<file path="config.mk">
export PLATFORM = sky130hd
export DESIGN_NAME = fws_status_poller
export DESIGN_NICKNAME = d
export VERILOG_FILES = /design/src/hw/fws_pkg.sv /design/src/hw/fws_bus_cycle.sv /design/src/hw/fws_status_poller.sv
export SDC_FILE = /design/constraint.sdc
export NUM_CORES = 1
export LEC_CHECK = 0
export BUFFER_PORTS_ARGS = -buffer_cell sky130_fd_sc_hd__buf_4
export CORE_UTILIZATION = 38
export DETAILED_ROUTE_END_ITERATION = 7
export GPL_ROUTABILITY_DRIVEN = 0
export PLACE_DENSITY = 0.68
export SYNTH_ARGS = -nofsm -noshare
export SYNTH_HDL_FRONTEND = slang
export SYNTH_HIERARCHICAL = 1
export SYNTH_SLANG_ARGS = --single-unit
</file>
<file path="constraint.sdc">
create_clock -name clock -period 3 [get_ports clock]
set_clock_uncertainty 0.05 [all_clocks]
set_input_delay 0.6 -clock clock [delete_from_list [all_inputs] [get_ports clock]]
set_output_delay 0.6 -clock clock [all_outputs]
set_load 0.02 [all_outputs]
</file>
<file path="src/hw/fws_pkg.sv">
// Purpose: Shared constants and types for the flash status poller.
// Assumes: 100 MHz clock, byte-wide flash data bus.
// Notes: Register offsets are byte addresses on the AXI4-Lite slave.
package fws_pkg;
  localparam int CLK_PERIOD_NS = 10;
  localparam int SYNC_STAGES = 2;
  // Read/write strobe low time and recovery time of one bus cycle.
  localparam int T_ACCESS_NS = 70;
  localparam int T_RECOVER_NS = 30;
  localparam int ACCESS_CLKS =
    (T_ACCESS_NS + CLK_PERIOD_NS - 1) / CLK_PERIOD_NS + SYNC_STAGES;
  localparam int RECOVER_CLKS =
    (T_RECOVER_NS + CLK_PERIOD_NS - 1) / CLK_PERIOD_NS;

  localparam int FLASH_ADDR_W = 20;
  localparam int FLASH_DATA_W = 8;
  localparam int AXI_ADDR_W = 8;

  // Status bit positions on the flash data bus.
  localparam int DATA_POLL_POS = 7;
  localparam int TOGGLE_ONE_POS = 6;
  localparam int TIMEOUT_FLAG_POS = 5;
  localparam int SECTOR_TOGGLE_POS = 2;

  localparam logic [AXI_ADDR_W-1:0] CTRL_OFS = 8'h00;
  localparam logic [AXI_ADDR_W-1:0] ADDR_OFS = 8'h04;
  localparam logic [AXI_ADDR_W-1:0] WDATA_OFS = 8'h08;
  localparam logic [AXI_ADDR_W-1:0] STATUS_OFS = 8'h0C;
  localparam logic [AXI_ADDR_W-1:0] RDATA_OFS = 8'h10;

  localparam int CTRL_CMD_LSB = 0;
  localparam int CTRL_ABORT_POS = 8;
  localparam logic [2:0] CMD_WRITE = 3'h1;
  localparam logic [2:0] CMD_READ = 3'h2;
  localparam logic [2:0] CMD_DATA_POLL = 3'h3;
  localparam logic [2:0] CMD_TOGGLE_POLL = 3'h4;

  localparam int STAT_BUSY_POS = 0;
  localparam int STAT_DONE_POS = 1;
  localparam int STAT_FAIL_POS = 2;
  localparam int STAT_READY_POS = 3;
  localparam int STAT_TIMEOUT_POS = 4;

  localparam logic [FLASH_ADDR_W-1:0] ADDR_RESET = 20'h00000;
  localparam logic [FLASH_DATA_W-1:0] DATA_RESET = 8'h00;
  localparam logic [1:0] RESP_OKAY = 2'h0;
  localparam logic [1:0] RESP_SLVERR = 2'h2;

  typedef struct packed {
    logic isWrite;
    logic [FLASH_ADDR_W-1:0] addr;
    logic [FLASH_DATA_W-1:0] data;
  } fws_cycle_req_s;

  typedef enum logic [8:0] {
    S_IDLE = 9'h001,
    S_SINGLE = 9'h002,
    S_DP_READ = 9'h004,
    S_DP_RECHK = 9'h008,
    S_TG_FIRST = 9'h010,
    S_TG_NEXT = 9'h020,
    S_TG_RECHK_A = 9'h040,
    S_TG_RECHK_B = 9'h080,
    S_FINAL = 9'h100
  } fws_state_e;
endpackage : fws_pkg

</file>
<file path="src/hw/fws_bus_cycle.sv">
// Purpose: Runs one read or one write cycle on the flash pins.
// Assumes: Data input is already synchronised by the caller.
// Notes: A start while a cycle runs is ignored.
`timescale 1ns/1ps
module fws_bus_cycle import fws_pkg::*; #(
  parameter int ACCESS = ACCESS_CLKS,
  parameter int RECOVER = RECOVER_CLKS
) (
  input wire logic clock,
  input wire logic sys_rst,
  input wire logic start,
  input wire fws_cycle_req_s req,
  input wire logic [FLASH_DATA_W-1:0] dqSync,
  output logic busy,
  output logic done,
  output logic [FLASH_DATA_W-1:0] rdata_reg,
  output logic [FLASH_ADDR_W-1:0] addr_reg,
  output logic [FLASH_DATA_W-1:0] dqOut_reg,
  output logic dqOe_reg,
  output logic ceN_reg,
  output logic oeN_reg,
  output logic weN_reg
);
  localparam int CYCLE_LAT = ACCESS + RECOVER;

  if (ACCESS < SYNC_STAGES + 1 || ACCESS > 15 || RECOVER < 1
      || RECOVER > 15) begin : gBadTiming
    $error("Bus cycle timing counts out of range.");
  end

  logic active_reg;
  logic recover_reg;
  logic isWrite_reg;
  logic [3:0] cnt_reg;

  assign busy = active_reg | recover_reg;
  assign done = recover_reg && (cnt_reg == 4'h0);

  always_ff @(posedge clock) begin
    if (sys_rst) begin
      active_reg <= 1'b0;
      recover_reg <= 1'b0;
      cnt_reg <= 4'h0;
    end else if (start && !busy) begin
      active_reg <= 1'b1;
      cnt_reg <= 4'(ACCESS - 1);
    end else if (active_reg) begin
      if (cnt_reg == 4'h0) begin
        active_reg <= 1'b0;
        recover_reg <= 1'b1;
        cnt_reg <= 4'(RECOVER - 1);
      end else begin
        cnt_reg <= cnt_reg - 4'h1;
      end
    end else if (recover_reg) begin
      if (cnt_reg == 4'h0) begin
        recover_reg <= 1'b0;
      end else begin
        cnt_reg <= cnt_reg - 4'h1;
      end
    end
  end

  // Write data is driven through the recovery time so it still stands
  // at the rising write strobe, where the flash latches it.
  always_ff @(posedge clock) begin
    if (sys_rst) begin
      isWrite_reg <= 1'b0;
      addr_reg <= ADDR_RESET;
      dqOut_reg <= DATA_RESET;
      dqOe_reg <= 1'b0;
      ceN_reg <= 1'b1;
      oeN_reg <= 1'b1;
      weN_reg <= 1'b1;
    end else if (start && !busy) begin
      isWrite_reg <= req.isWrite;
      addr_reg <= req.addr;
      dqOut_reg <= req.data;
      dqOe_reg <= req.isWrite;
      ceN_reg <= 1'b0;
      oeN_reg <= req.isWrite;
      weN_reg <= !req.isWrite;
    end else if (active_reg && cnt_reg == 4'h0) begin
      ceN_reg <= 1'b1;
      oeN_reg <= 1'b1;
      weN_reg <= 1'b1;
    end else if (done) begin
      dqOe_reg <= 1'b0;
    end
  end

  always_ff @(posedge clock) begin
    if (sys_rst) begin
      rdata_reg <= DATA_RESET;
    end else if (active_reg && cnt_reg == 4'h0 && !isWrite_reg) begin
      rdata_reg <= dqSync;
    end
  end

  cycle_length_a: assert property (@(posedge clock) disable iff (sys_rst)
    start && !busy |-> ##[CYCLE_LAT:CYCLE_LAT] done)
    else $error("Bus cycle did not end after its fixed length.");

  strobe_excl_a: assert property (@(posedge clock) disable iff (sys_rst)
    !(oeN_reg == 1'b0 && weN_reg == 1'b0) && (!dqOe_reg || oeN_reg))
    else $error("Read and write strobes or drivers overlap.");
endmodule : fws_bus_cycle

</file>
<file path="src/hw/fws_status_poller.sv">
// Purpose: Host controller that runs flash bus cycles and status polling.
// Assumes: Software gives orders over AXI4-Lite; flash pins are async.
// Notes: Polls by data-poll bit or toggle bit; reports done and failure.
`timescale 1ns/1ps
// Summary of operation
// Device drives inverted bit seven while programming.
// Device drives true bit seven after programming.
// Host polls at the programmed address.
// Protected program target: status about 1 us.
// Erase shows bit seven low, then high.
// Host polls inside a sector chosen for erase.
// All sectors protected: status about 100 us.
// Protected sectors among chosen ones are skipped.
// Take array data only from next read.
// Recheck bit seven after timeout flag rises.
// Ready/busy pin low while programming or erasing.
// Status valid after last write strobe edge.
// Toggle bit inverts each read while busy.
// Toggle bit valid in erase time-out window.
// All sectors protected: toggle about 100 us.
// Protected program target: toggle about 1 us.
// Toggle stops in erase pause, resumes programming.
// Sector toggle bit toggles in chosen sectors.
// Read twice, compare toggle, then read data.
// Toggling with timeout flag: recheck, else fail.
// Returning to polling restarts from first step.
// Timeout flag high means the operation failed.
// Busy region reads return status, not data.
module fws_status_poller import fws_pkg::*; (
  input wire logic clock,
  input wire logic sys_rst,
  input wire logic [AXI_ADDR_W-1:0] s_axi_awaddr,
  input wire logic s_axi_awvalid,
  output logic s_axi_awready,
  input wire logic [31:0] s_axi_wdata,
  input wire logic [3:0] s_axi_wstrb,
  input wire logic s_axi_wvalid,
  output logic s_axi_wready,
  output logic [1:0] s_axi_bresp,
  output logic s_axi_bvalid,
  input wire logic s_axi_bready,
  input wire logic [AXI_ADDR_W-1:0] s_axi_araddr,
  input wire logic s_axi_arvalid,
  output logic s_axi_arready,
  output logic [31:0] s_axi_rdata,
  output logic [1:0] s_axi_rresp,
  output logic s_axi_rvalid,
  input wire logic s_axi_rready,
  output logic [FLASH_ADDR_W-1:0] flashAddr,
  output logic [FLASH_DATA_W-1:0] flashDqOut,
  output logic flashDqOe,
  input wire logic [FLASH_DATA_W-1:0] flashDqIn,
  output logic flashCeN,
  output logic flashOeN,
  output logic flashWeN,
  input wire logic readyBusyN
);
  fws_state_e state_reg;
  logic [FLASH_DATA_W-1:0] dqMeta_reg;
  logic [FLASH_DATA_W-1:0] dqSync_reg;
  logic rybyMeta_reg;
  logic rybySync_reg;
  logic [FLASH_ADDR_W-1:0] addr_reg;
  logic [FLASH_DATA_W-1:0] wdata_reg;
  logic [FLASH_DATA_W-1:0] rdata_reg;
  logic isWrite_reg;
  logic launched_reg;
  logic toggle_reg;
  logic done_reg;
  logic fail_reg;
  logic timeout_reg;
  logic engStart;
  logic engBusy;
  logic engDone;
  logic [FLASH_DATA_W-1:0] engRdata;
  logic wrFire;
  logic rdFire;
  logic cmdAccept;
  logic ctrlWrite;
  logic ctlBusy;
  logic [2:0] cmd;
  logic [31:0] rdataNext;
  logic rdHit;
  logic wrHit;
  logic pollBit;
  logic toggleBit;
  logic timeoutBit;
  fws_cycle_req_s req;

  function automatic logic [31:0] mergeBytes(input logic [31:0] old,
      input logic [31:0] upd, input logic [3:0] strb);
    logic [31:0] res;
    res = old;
    for (int b = 0; b < 4; b++) begin
      if (strb[b]) begin
        res[8*b +: 8] = upd[8*b +: 8];
      end
    end
    return res;
  endfunction : mergeBytes

  // Pin inputs pass two flops before any logic looks at them.
  always_ff @(posedge clock) begin
    if (sys_rst) begin
      dqMeta_reg <= DATA_RESET;
      dqSync_reg <= DATA_RESET;
      rybyMeta_reg <= 1'b1;
      rybySync_reg <= 1'b1;
    end else begin
      dqMeta_reg <= flashDqIn;
      dqSync_reg <= dqMeta_reg;
      rybyMeta_reg <= readyBusyN;
      rybySync_reg <= rybyMeta_reg;
    end
  end

  // Write and read channels are each accepted with a one-cycle ready.
  assign wrFire = s_axi_awvalid && s_axi_awready;
  assign rdFire = s_axi_arvalid && s_axi_arready;

  always_ff @(posedge clock) begin
    if (sys_rst) begin
      s_axi_awready <= 1'b0;
      s_axi_wready <= 1'b0;
      s_axi_bvalid <= 1'b0;
      s_axi_bresp <= RESP_OKAY;
    end else if (wrFire) begin
      s_axi_awready <= 1'b0;
      s_axi_wready <= 1'b0;
      s_axi_bvalid <= 1'b1;
      s_axi_bresp <= wrHit ? RESP_OKAY : RESP_SLVERR;
    end else if (s_axi_bvalid) begin
      s_axi_bvalid <= !s_axi_bready;
    end else if (s_axi_awvalid && s_axi_wvalid && !s_axi_awready) begin
      s_axi_awready <= 1'b1;
      s_axi_wready <= 1'b1;
    end
  end

  assign wrHit = (s_axi_awaddr == CTRL_OFS) || (s_axi_awaddr == ADDR_OFS)
    || (s_axi_awaddr == WDATA_OFS);
  assign ctrlWrite = wrFire && s_axi_awaddr == CTRL_OFS && s_axi_wstrb[0];
  assign cmd = s_axi_wdata[CTRL_CMD_LSB +: 3];
  assign ctlBusy = (state_reg != S_IDLE) || launched_reg;
  // Commands arriving while busy are dropped, but an abort still applies; status shows busy meanwhile.
  assign cmdAccept = ctrlWrite && !ctlBusy && cmd >= CMD_WRITE
    && cmd <= CMD_TOGGLE_POLL;

  // Address and data are frozen during a command so polls stay put.
  always_ff @(posedge clock) begin
    if (sys_rst) begin
      addr_reg <= ADDR_RESET;
      wdata_reg <= DATA_RESET;
    end else if (wrFire && !ctlBusy) begin
      if (s_axi_awaddr == ADDR_OFS) begin
        addr_reg <= FLASH_ADDR_W'(mergeBytes(32'(addr_reg), s_axi_wdata,
          s_axi_wstrb));
      end
      if (s_axi_awaddr == WDATA_OFS) begin
        wdata_reg <= FLASH_DATA_W'(mergeBytes(32'(wdata_reg), s_axi_wdata,
          s_axi_wstrb));
      end
    end
  end

  assign rdHit = (s_axi_araddr == CTRL_OFS) || (s_axi_araddr == ADDR_OFS)
    || (s_axi_araddr == WDATA_OFS) || (s_axi_araddr == STATUS_OFS)
    || (s_axi_araddr == RDATA_OFS);

  always_comb begin
    rdataNext = 32'h00000000;
    unique case (s_axi_araddr)
      ADDR_OFS: rdataNext = 32'(addr_reg);
      WDATA_OFS: rdataNext = 32'(wdata_reg);
      STATUS_OFS: begin
        rdataNext[STAT_BUSY_POS] = ctlBusy;
        rdataNext[STAT_DONE_POS] = done_reg;
        rdataNext[STAT_FAIL_POS] = fail_reg;
        rdataNext[STAT_READY_POS] = rybySync_reg;
        rdataNext[STAT_TIMEOUT_POS] = timeout_reg;
      end
      RDATA_OFS: rdataNext = 32'(rdata_reg);
      default: rdataNext = 32'h00000000;
    endcase
  end

  always_ff @(posedge clock) begin
    if (sys_rst) begin
      s_axi_arready <= 1'b0;
      s_axi_rvalid <= 1'b0;
      s_axi_rdata <= 32'h00000000;
      s_axi_rresp <= RESP_OKAY;
    end else if (rdFire) begin
      s_axi_arready <= 1'b0;
      s_axi_rvalid <= 1'b1;
      s_axi_rdata <= rdataNext;
      s_axi_rresp <= rdHit ? RESP_OKAY : RESP_SLVERR;
    end else if (s_axi_rvalid) begin
      s_axi_rvalid <= !s_axi_rready;
    end else if (s_axi_arvalid) begin
      s_axi_arready <= 1'b1;
    end
  end

  // A cycle is launched whenever not idle and none is pending, so a polling state that is held
  // launches one per read; a poll that was aborted keeps launched set until its cycle ends, so a read ending after the abort cycle is not evaluated.
  assign engStart = (state_reg != S_IDLE) && !launched_reg;
  assign pollBit = engRdata[DATA_POLL_POS];
  assign toggleBit = engRdata[TOGGLE_ONE_POS];
  assign timeoutBit = engRdata[TIMEOUT_FLAG_POS];
  assign req = '{isWrite: (state_reg == S_SINGLE) && isWrite_reg,
    addr: addr_reg, data: wdata_reg};

  always_ff @(posedge clock) begin
    if (sys_rst) begin
      launched_reg <= 1'b0;
    end else if (engStart) begin
      launched_reg <= 1'b1;
    end else if (engDone) begin
      launched_reg <= 1'b0;
    end
  end

  always_ff @(posedge clock) begin
    if (sys_rst) begin
      state_reg <= S_IDLE;
      isWrite_reg <= 1'b0;
      toggle_reg <= 1'b0;
    end else if (ctrlWrite && s_axi_wdata[CTRL_ABORT_POS]) begin
      state_reg <= S_IDLE;
    end else if (cmdAccept) begin
      isWrite_reg <= (cmd == CMD_WRITE);
      unique case (cmd)
        CMD_DATA_POLL: state_reg <= S_DP_READ;
        CMD_TOGGLE_POLL: state_reg <= S_TG_FIRST;
        default: state_reg <= S_SINGLE;
      endcase
    end else if (engDone && launched_reg) begin
      unique case (state_reg)
        S_DP_READ: begin
          if (pollBit == wdata_reg[DATA_POLL_POS]) begin
            state_reg <= S_FINAL;
          end else if (timeoutBit) begin
            state_reg <= S_DP_RECHK;
          end
        end
        S_DP_RECHK: begin
          state_reg <= (pollBit == wdata_reg[DATA_POLL_POS]) ? S_FINAL
            : S_IDLE;
        end
        S_TG_FIRST: begin
          toggle_reg <= toggleBit;
          state_reg <= S_TG_NEXT;
        end
        S_TG_NEXT: begin
          toggle_reg <= toggleBit;
          if (toggleBit == toggle_reg) begin
            state_reg <= S_FINAL;
          end else if (timeoutBit) begin
            state_reg <= S_TG_RECHK_A;
          end
        end
        S_TG_RECHK_A: begin
          toggle_reg <= toggleBit;
          state_reg <= S_TG_RECHK_B;
        end
        S_TG_RECHK_B: begin
          state_reg <= (toggleBit == toggle_reg) ? S_FINAL : S_IDLE;
        end
        default: state_reg <= S_IDLE;
      endcase
    end
  end

  // A failed poll leaves the flash in status mode; software must write
  // the reset command with a plain write cycle.
  always_ff @(posedge clock) begin
    if (sys_rst) begin
      done_reg <= 1'b0;
      fail_reg <= 1'b0;
      timeout_reg <= 1'b0;
      rdata_reg <= DATA_RESET;
    end else if (cmdAccept) begin
      done_reg <= 1'b0;
      fail_reg <= 1'b0;
      timeout_reg <= 1'b0;
    end else if (engDone && launched_reg && state_reg != S_IDLE) begin
      // Bit five means a timeout only on a status read, never on data.
      if (timeoutBit && ((state_reg == S_DP_READ
          && pollBit != wdata_reg[DATA_POLL_POS])
          || (state_reg == S_TG_NEXT && toggleBit != toggle_reg))) begin
        timeout_reg <= 1'b1;
      end
      if (state_reg == S_FINAL || state_reg == S_SINGLE) begin
        done_reg <= 1'b1;
        if (!isWrite_reg || state_reg == S_FINAL) begin
          rdata_reg <= engRdata;
        end
      end
      if ((state_reg == S_DP_RECHK && pollBit != wdata_reg[DATA_POLL_POS])
          || (state_reg == S_TG_RECHK_B && toggleBit != toggle_reg)) begin
        done_reg <= 1'b1;
        fail_reg <= 1'b1;
        rdata_reg <= engRdata;
      end
    end
  end

  fws_bus_cycle uCycle (
    .clock(clock),
    .sys_rst(sys_rst),
    .start(engStart),
    .req(req),
    .dqSync(dqSync_reg),
    .busy(engBusy),
    .done(engDone),
    .rdata_reg(engRdata),
    .addr_reg(flashAddr),
    .dqOut_reg(flashDqOut),
    .dqOe_reg(flashDqOe),
    .ceN_reg(flashCeN),
    .oeN_reg(flashOeN),
    .weN_reg(flashWeN)
  );

  logic evalDone;
  assign evalDone = engDone && launched_reg && !ctrlWrite;

  dp_match_a: assert property (@(posedge clock) disable iff (sys_rst)
    evalDone && state_reg == S_DP_READ
    && pollBit == wdata_reg[DATA_POLL_POS] |=> state_reg == S_FINAL)
    else $error("Data poll match did not lead to the final read.");
  dp_recheck_a: assert property (@(posedge clock) disable iff (sys_rst)
    evalDone && state_reg == S_DP_READ && timeoutBit
    && pollBit != wdata_reg[DATA_POLL_POS] |=> state_reg == S_DP_RECHK)
    else $error("Timeout flag did not force a data poll recheck.");
  dp_fail_a: assert property (@(posedge clock) disable iff (sys_rst)
    evalDone && state_reg == S_DP_RECHK
    && pollBit != wdata_reg[DATA_POLL_POS]
    |=> fail_reg && done_reg && state_reg == S_IDLE)
    else $error("Failed data poll recheck not reported.");
  tg_done_a: assert property (@(posedge clock) disable iff (sys_rst)
    evalDone && state_reg == S_TG_NEXT && toggleBit == toggle_reg
    |=> state_reg == S_FINAL ##1 !done_reg)
    else $error("Steady toggle bit did not lead to one more read.");
  tg_recheck_a: assert property (@(posedge clock) disable iff (sys_rst)
    evalDone && state_reg == S_TG_NEXT && toggleBit != toggle_reg
    && timeoutBit |=> state_reg == S_TG_RECHK_A)
    else $error("Toggle with timeout flag was not rechecked.");
  tg_fail_a: assert property (@(posedge clock) disable iff (sys_rst)
    evalDone && state_reg == S_TG_RECHK_B && toggleBit != toggle_reg
    |=> fail_reg && state_reg == S_IDLE)
    else $error("Toggle still running after recheck not failed.");
  tg_restart_a: assert property (@(posedge clock) disable iff (sys_rst)
    cmdAccept && cmd == CMD_TOGGLE_POLL && !s_axi_wdata[CTRL_ABORT_POS]
    |=> state_reg == S_TG_FIRST && !done_reg && !fail_reg)
    else $error("Toggle poll did not start from its first read.");
  poll_addr_a: assert property (@(posedge clock) disable iff (sys_rst)
    !flashCeN && state_reg != S_IDLE |-> flashAddr == addr_reg)
    else $error("Poll read left the programmed address.");
  final_data_a: assert property (@(posedge clock) disable iff (sys_rst)
    evalDone && state_reg == S_FINAL |=> done_reg && !fail_reg
    && rdata_reg == $past(engRdata))
    else $error("Array data not taken from the read after status.");

  dp_ok_c: cover property (@(posedge clock) disable iff (sys_rst)
    evalDone && state_reg == S_DP_RECHK
    && pollBit == wdata_reg[DATA_POLL_POS]);
  dp_fail_c: cover property (@(posedge clock) disable iff (sys_rst)
    $rose(fail_reg) && $past(state_reg) == S_DP_RECHK);
  tg_ok_c: cover property (@(posedge clock) disable iff (sys_rst)
    evalDone && state_reg == S_TG_RECHK_B && toggleBit == toggle_reg);
  tg_fail_c: cover property (@(posedge clock) disable iff (sys_rst)
    $rose(fail_reg) && $past(state_reg) == S_TG_RECHK_B);
endmodule : fws_status_poller

</file>
-- Word-level counts from Yosys, hierarchy flattened
Index checks and enable logic that the tools add are counted.
- register bits: 156
- input bits: 68
- logic and storage cells: 192
- add/sub/neg operators: 1
- order comparisons: 2
- eq/ne operators: 28
- muxes and demuxes: 42
- bitwise operators: 6
- reductions and logical operators: 78
- operators with widths (operator ; count):
    9-bit two-way mux ; 8
    9-bit one-hot mux with 6 select lines ; 1
    15-bit one-hot mux with 3 select lines ; 1
    8-bit by 4-bit equality test with 1-bit output (second input constant) ; 3
    1-bit logical AND ; 24
    8-bit two-way mux ; 3
    1-bit two-way mux ; 20
    4-bit two-way mux ; 5
    5-bit one-hot mux with 4 select lines ; 1
    2-bit AND reduction ; 10
    8-bit by 3-bit equality test with 1-bit output (second input constant) ; 2
    8-bit logical NOT ; 2
    3-bit AND reduction ; 5
    2-bit nonzero test ; 7
    1-bit logical OR ; 11
    5-bit one-hot mux with 2 select lines ; 1
    2-bit OR reduction ; 5
    9-bit by 2-bit equality test with 1-bit output (second input constant) ; 1
    9-bit by 3-bit equality test with 1-bit output (second input constant) ; 1
    9-bit by 4-bit equality test with 1-bit output (second input constant) ; 1
    9-bit by 5-bit equality test with 1-bit output (second input constant) ; 1
    9-bit by 6-bit equality test with 1-bit output (second input constant) ; 1
    9-bit by 7-bit equality test with 1-bit output (second input constant) ; 1
    9-bit by 8-bit equality test with 1-bit output (second input constant) ; 1
    other kinds (23) ; 41

-- Depth between registers and ports, before layout
- depth after elaboration: 8
- gate-level depth with buffers: 11
- gate-level depth less buffers: 9

-- Cells and area by module
The synthesis kept the hierarchy.
- by module, submodules not included (module ; instances ; cells an instance ; area an instance (um2) ; seq. area each (um2)):
    fws_status_poller ; 1 ; 413 ; 4013.8 ; 1901.8
    fws_bus_cycle ; 1 ; 215 ; 1766.7 ; 940.9

-- Least setup slack after synthesis
No wires, ideal clock.
- path type: input port to flip-flop
- from: input port s_axi_araddr[1]
- to: register s_axi_rdata[0]
- library setup time: 80 ps
- arrival time: 2175 ps
- required time: 2870 ps
- slack: 695 ps
- stages on the path: 5
- buffers on the path: 0
- path through: or3_1 -> or3_4 -> nor4b_2 -> a222oi_1 -> o211ai_1
- longest elaborated chain between the ends: 2
- elaborated cells on any way between the ends: 5
- classes of those cells: eq/ne: 4; mux: 1
- RTL lines (what ; line ; text):
    start, declared ; fws_status_poller.sv:42 ; input wire logic [AXI_ADDR_W-1:0] s_axi_araddr,
    8-bit by 5-bit equality test with 1-bit output (tied with other cells) ; fws_status_poller.sv:172 ; unique case (s_axi_araddr)
    5-bit one-hot mux with 4 select lines * ; fws_status_poller.sv:172 ;
    end signal, assigned ; fws_status_poller.sv:196 ; s_axi_rdata <= rdataNext;
    end, declared ; fws_status_poller.sv:45 ; output logic [31:0] s_axi_rdata,
Mark *: on every way between the ends. The rest lies on a longest branch, timed or not.
A chain may end at the register's enable or synchronous reset.

-- Worst setup path after layout
- from: register state_reg[4]
- to: register wdata_reg[0]
- longest elaborated chain between the ends: 5
- RTL lines (what ; line ; text):
    start, declared ; fws_status_poller.sv:58 ; fws_state_e state_reg;
    start signal, assigned ; fws_status_poller.sv:248 ; state_reg <= (pollBit == wdata_reg[DATA_POLL_POS]) ? S_FINAL
    start signal, assigned ; fws_status_poller.sv:268 ; state_reg <= (toggleBit == toggle_reg) ? S_FINAL : S_IDLE;
    9-bit by 1-bit inequality test with 1-bit output ; fws_status_poller.sv:144 ; assign ctlBusy = (state_reg != S_IDLE) || launched_reg;
    1-bit logical OR ; fws_status_poller.sv:144 ;
    1-bit logical NOT ; fws_status_poller.sv:154 ; end else if (wrFire && !ctlBusy) begin
    1-bit logical AND ; fws_status_poller.sv:154 ;
    3-bit AND reduction (no line) ; n/a ;
    end signal, assigned ; fws_status_poller.sv:160 ; wdata_reg <= FLASH_DATA_W'(mergeBytes(32'(wdata_reg), s_axi_wdata,
    end, declared ; fws_status_poller.sv:64 ; logic [FLASH_DATA_W-1:0] wdata_reg;
No other way between the ends.

==> impl_results.md <==
* R2r setup slk at about 0.31 ns
* Worst Path Required at approximately 3.2 ns
* Area leader, netlist: dfxtp_1
* Final ANT Viol Nets at 0
* Critical path capture point type: flip-flop
* Root buffer cell: clkbuf_16
* Synth Instances at roughly 630
* Reg2reg path depth at 5
* Min-delay worst type: input port to flip-flop
* DR DRC count at 12
* Seq pwr share at 46.6%
* FP Rows at 44
* Synth-to-Final Area Change at 26.5%
* Initial antenna violation count at 0
* Post-synthesis cell type count at 64
* # diodes at 0
* End of the critical path: wdata_reg[0]
* RSZ-0062 raised after global routing: false
* Final non-filler cell total at around 930
* HPWL after DPL at ~10,000 um
* Sink Count at around 140
* Largest cells by area after synthesis: dfxtp_1 (49%), mux2i_1 (6.8%), nand2_1 (5.5%), a21oi_1 (5.1%), nor2_1 (3.4%)
* # H-tree levels at 4
* Avg Inst Size Synth at approximately 9.2 um^2
* P per Cell Area at between 500 and 600 nW/um^2
* Vias per inst at about 5.3
* Placed Cells at around 900
* Final worst path period need at 2.69 ns
* LEAKAGE at approximately 3 nW
* Post-cts sizing count at 0
* Crit Path Class: flip-flop to flip-flop
* Top FF cell, synth: dfxtp_1
* CTS tree: yes
* CP max stage delay at about 0.65 ns
* Critical path origin: state_reg[4]
* Total Power at 4.10 mW
* Final WL at ~14,000 um
* Pre-CTS setup slack at roughly 0.37 ns
* Final setup vio count at 0
* Crit path max fanout at 12
* Vias in the first global route at roughly 4,700
* Outcome: finished, violations left
* Switching Power at 907 uW
* Largest net degree at the start of global routing at 54
* Number of port buffers at between 100 and 150
* Crit path launch type: flip-flop
* CP max-delay cell: nor4_4
* Combinational power share at a little over 4%
* Final worst-path setup slack at 0.314 ns
* Synth warn at 6
* Total grt overflow at 0
* Async SR Flop Fraction at 0%
* Filler Cell Count at between 1,000 and 1,500
* Postcts setup bufs at 0
* Clk_lat worst skew at 0.41 ns
* Most common cell after layout, fill and taps aside: dfxtp_1
* Critical path cell sequence: nor4_4, and4b_1, and3_1, mux2i_1, nor2_1
* Final TNS setup at 0 ns
* Avg WL per Cell at approximately 15 um
* Worst reg2reg endpoint: wdata_reg[0]
* Clock Power Share at 49.3%
* Clock Path Buffers at 2
* Total track usage at a little under a fifth
* TritonCTS Buffers at 17
* Seq/Total Area, Yosys at about half
* Clk slew on worst S/H paths at ~0.06 ns
* Initial core utilization at around 39%
* Slew Limit Fails at 0
* I/O Pins at between 100 and 150
* Seq cells post-synth at 142
* First-pass GRT wire length at about 23,000 um
* Die W at about 130 um
* Layout cell share with drive strength beyond 1 at between 20% and 30%
* Max-slew headroom at between 50% and 60%
* Die ar. at 15,700 um^2
* Fin. Hold Viols at 0
* First-pass iteration count of the detailed router at 8
* Final Cycle Share at about 90%
* Commonest non-fill, non-tap cells in the layout: dfxtp_1 (142), buf_4 (128), nand2_1 (85)
* Worst reg2reg path startpoint: state_reg[4]
* Max Freq at about 370 MHz
* 1st-iter DRT viols at 360
* Switching Share at between 20% and 30%
* Netlist Area Pre-Place at about 5800 um^2
* Fin nets at 805
* WHS Path Cells at 2
* Synth top area share at between 40 and 50%
* CTS Hold Buffers Added at 0
* Worst vdd ir at between 0.4 and 0.5 mV
* Arrival time at the worst endpoint at between 2 and 3 ns
* Post-synth EDFFs at 0
* Max Cap Violations at 0
* Worst slew pin tran at 0.629 ns
* Core box area at around 15,000 um^2
* Die Y at about 130 um
* Vias at between 4,000 and 5,000
* Failing checks: DRC
* P_int at around 3.2 mW
-- critical path: cells and delay by family (launching register included) --
kind | cells | cell delay, ns
mux | 1 | 0.27
simple gates | 4 | 1.82
flops | 1 | 0.41
-- layout make-up --
class	instances	area [um^2]	share of cell area, %
Clock buffer	21	470	6.43
Clock inverter	11	108	1.47
Inverter	9	33.8	0.462
Multi-Input combinational cell	438	2670	36.5
Sequential cell	142	2840	38.9
Tap cell	184	230	3.15
Timing Repair Buffer	128	961	13.1
-- routing by layer --
layer	part of all wire [%]	up-vias	track usage, %
met1	43	2356	21.4
met3	4.5	15	4.75
met4	1.3	0	5.38
li1	-	2397	-
met2	51	132	32.6
met5	0	-	0
-- cell usage after synthesis, drive strengths merged, types with 6 or more instances --
cell type,count
nor3b,7
nand3,13
o21ai,21
inv,9
nor2b,23
a22o,13
nor4,6
a31oi,6
a21oi,60
nand2b,7
dfxtp,142
nor3,13
mux2i,39
nor2,52
a222oi,8
nand4,8
clkbuf,19
nand2,85
buf,33
-- stage by stage --
stage	hold WS [ns]	util [%]	area [um^2]
finish	0.324	49.7	7310
floorplan	0.339	-	5830
CTS	0.311	49.7	7310
detailed placement	0.350	45.8	6730
global placement	0.349	45.8	6730
global route	0.314	49.7	7310
-- worst min path at each step --
stage,end,from
after floorplan,rybySync_reg,rybyMeta_reg
after global placement,rybySync_reg,rybyMeta_reg
after detailed placement,rybySync_reg,rybyMeta_reg
after CTS,rybyMeta_reg,readyBusyN
after global routing,rybyMeta_reg,readyBusyN
final,rybyMeta_reg,readyBusyN
-- cell families after synthesis --
| logic type | count (synthesis) | synth area share [%] |
|---|---|---|
| and+or+nand+nor | 240 | 21.5 |
| DFF | 142 | 49.2 |
| AOI/OAI and AO/OA | 131 | 14.5 |
| buffers and inverters | 61 | 5.54 |
| muxes | 44 | 7.73 |
| xor gates and xnor gates | 8 | 1.21 |
| adders and majority gates | 1 | 0.216 |
| other | 1 | 0.0649 |
-- power by group through the flow --
stage	Combinational, mW	Clock [mW]	Sequential (mW)
after floorplan	0.0903	0	1.95
after global placement	0.165	0	1.95
after detailed placement	0.168	0	1.95
after CTS	0.169	2.04	1.91
after global routing	0.182	2.13	1.91
final	0.168	2.02	1.91
No activity file was read; power rests on OpenSTA's default activity.
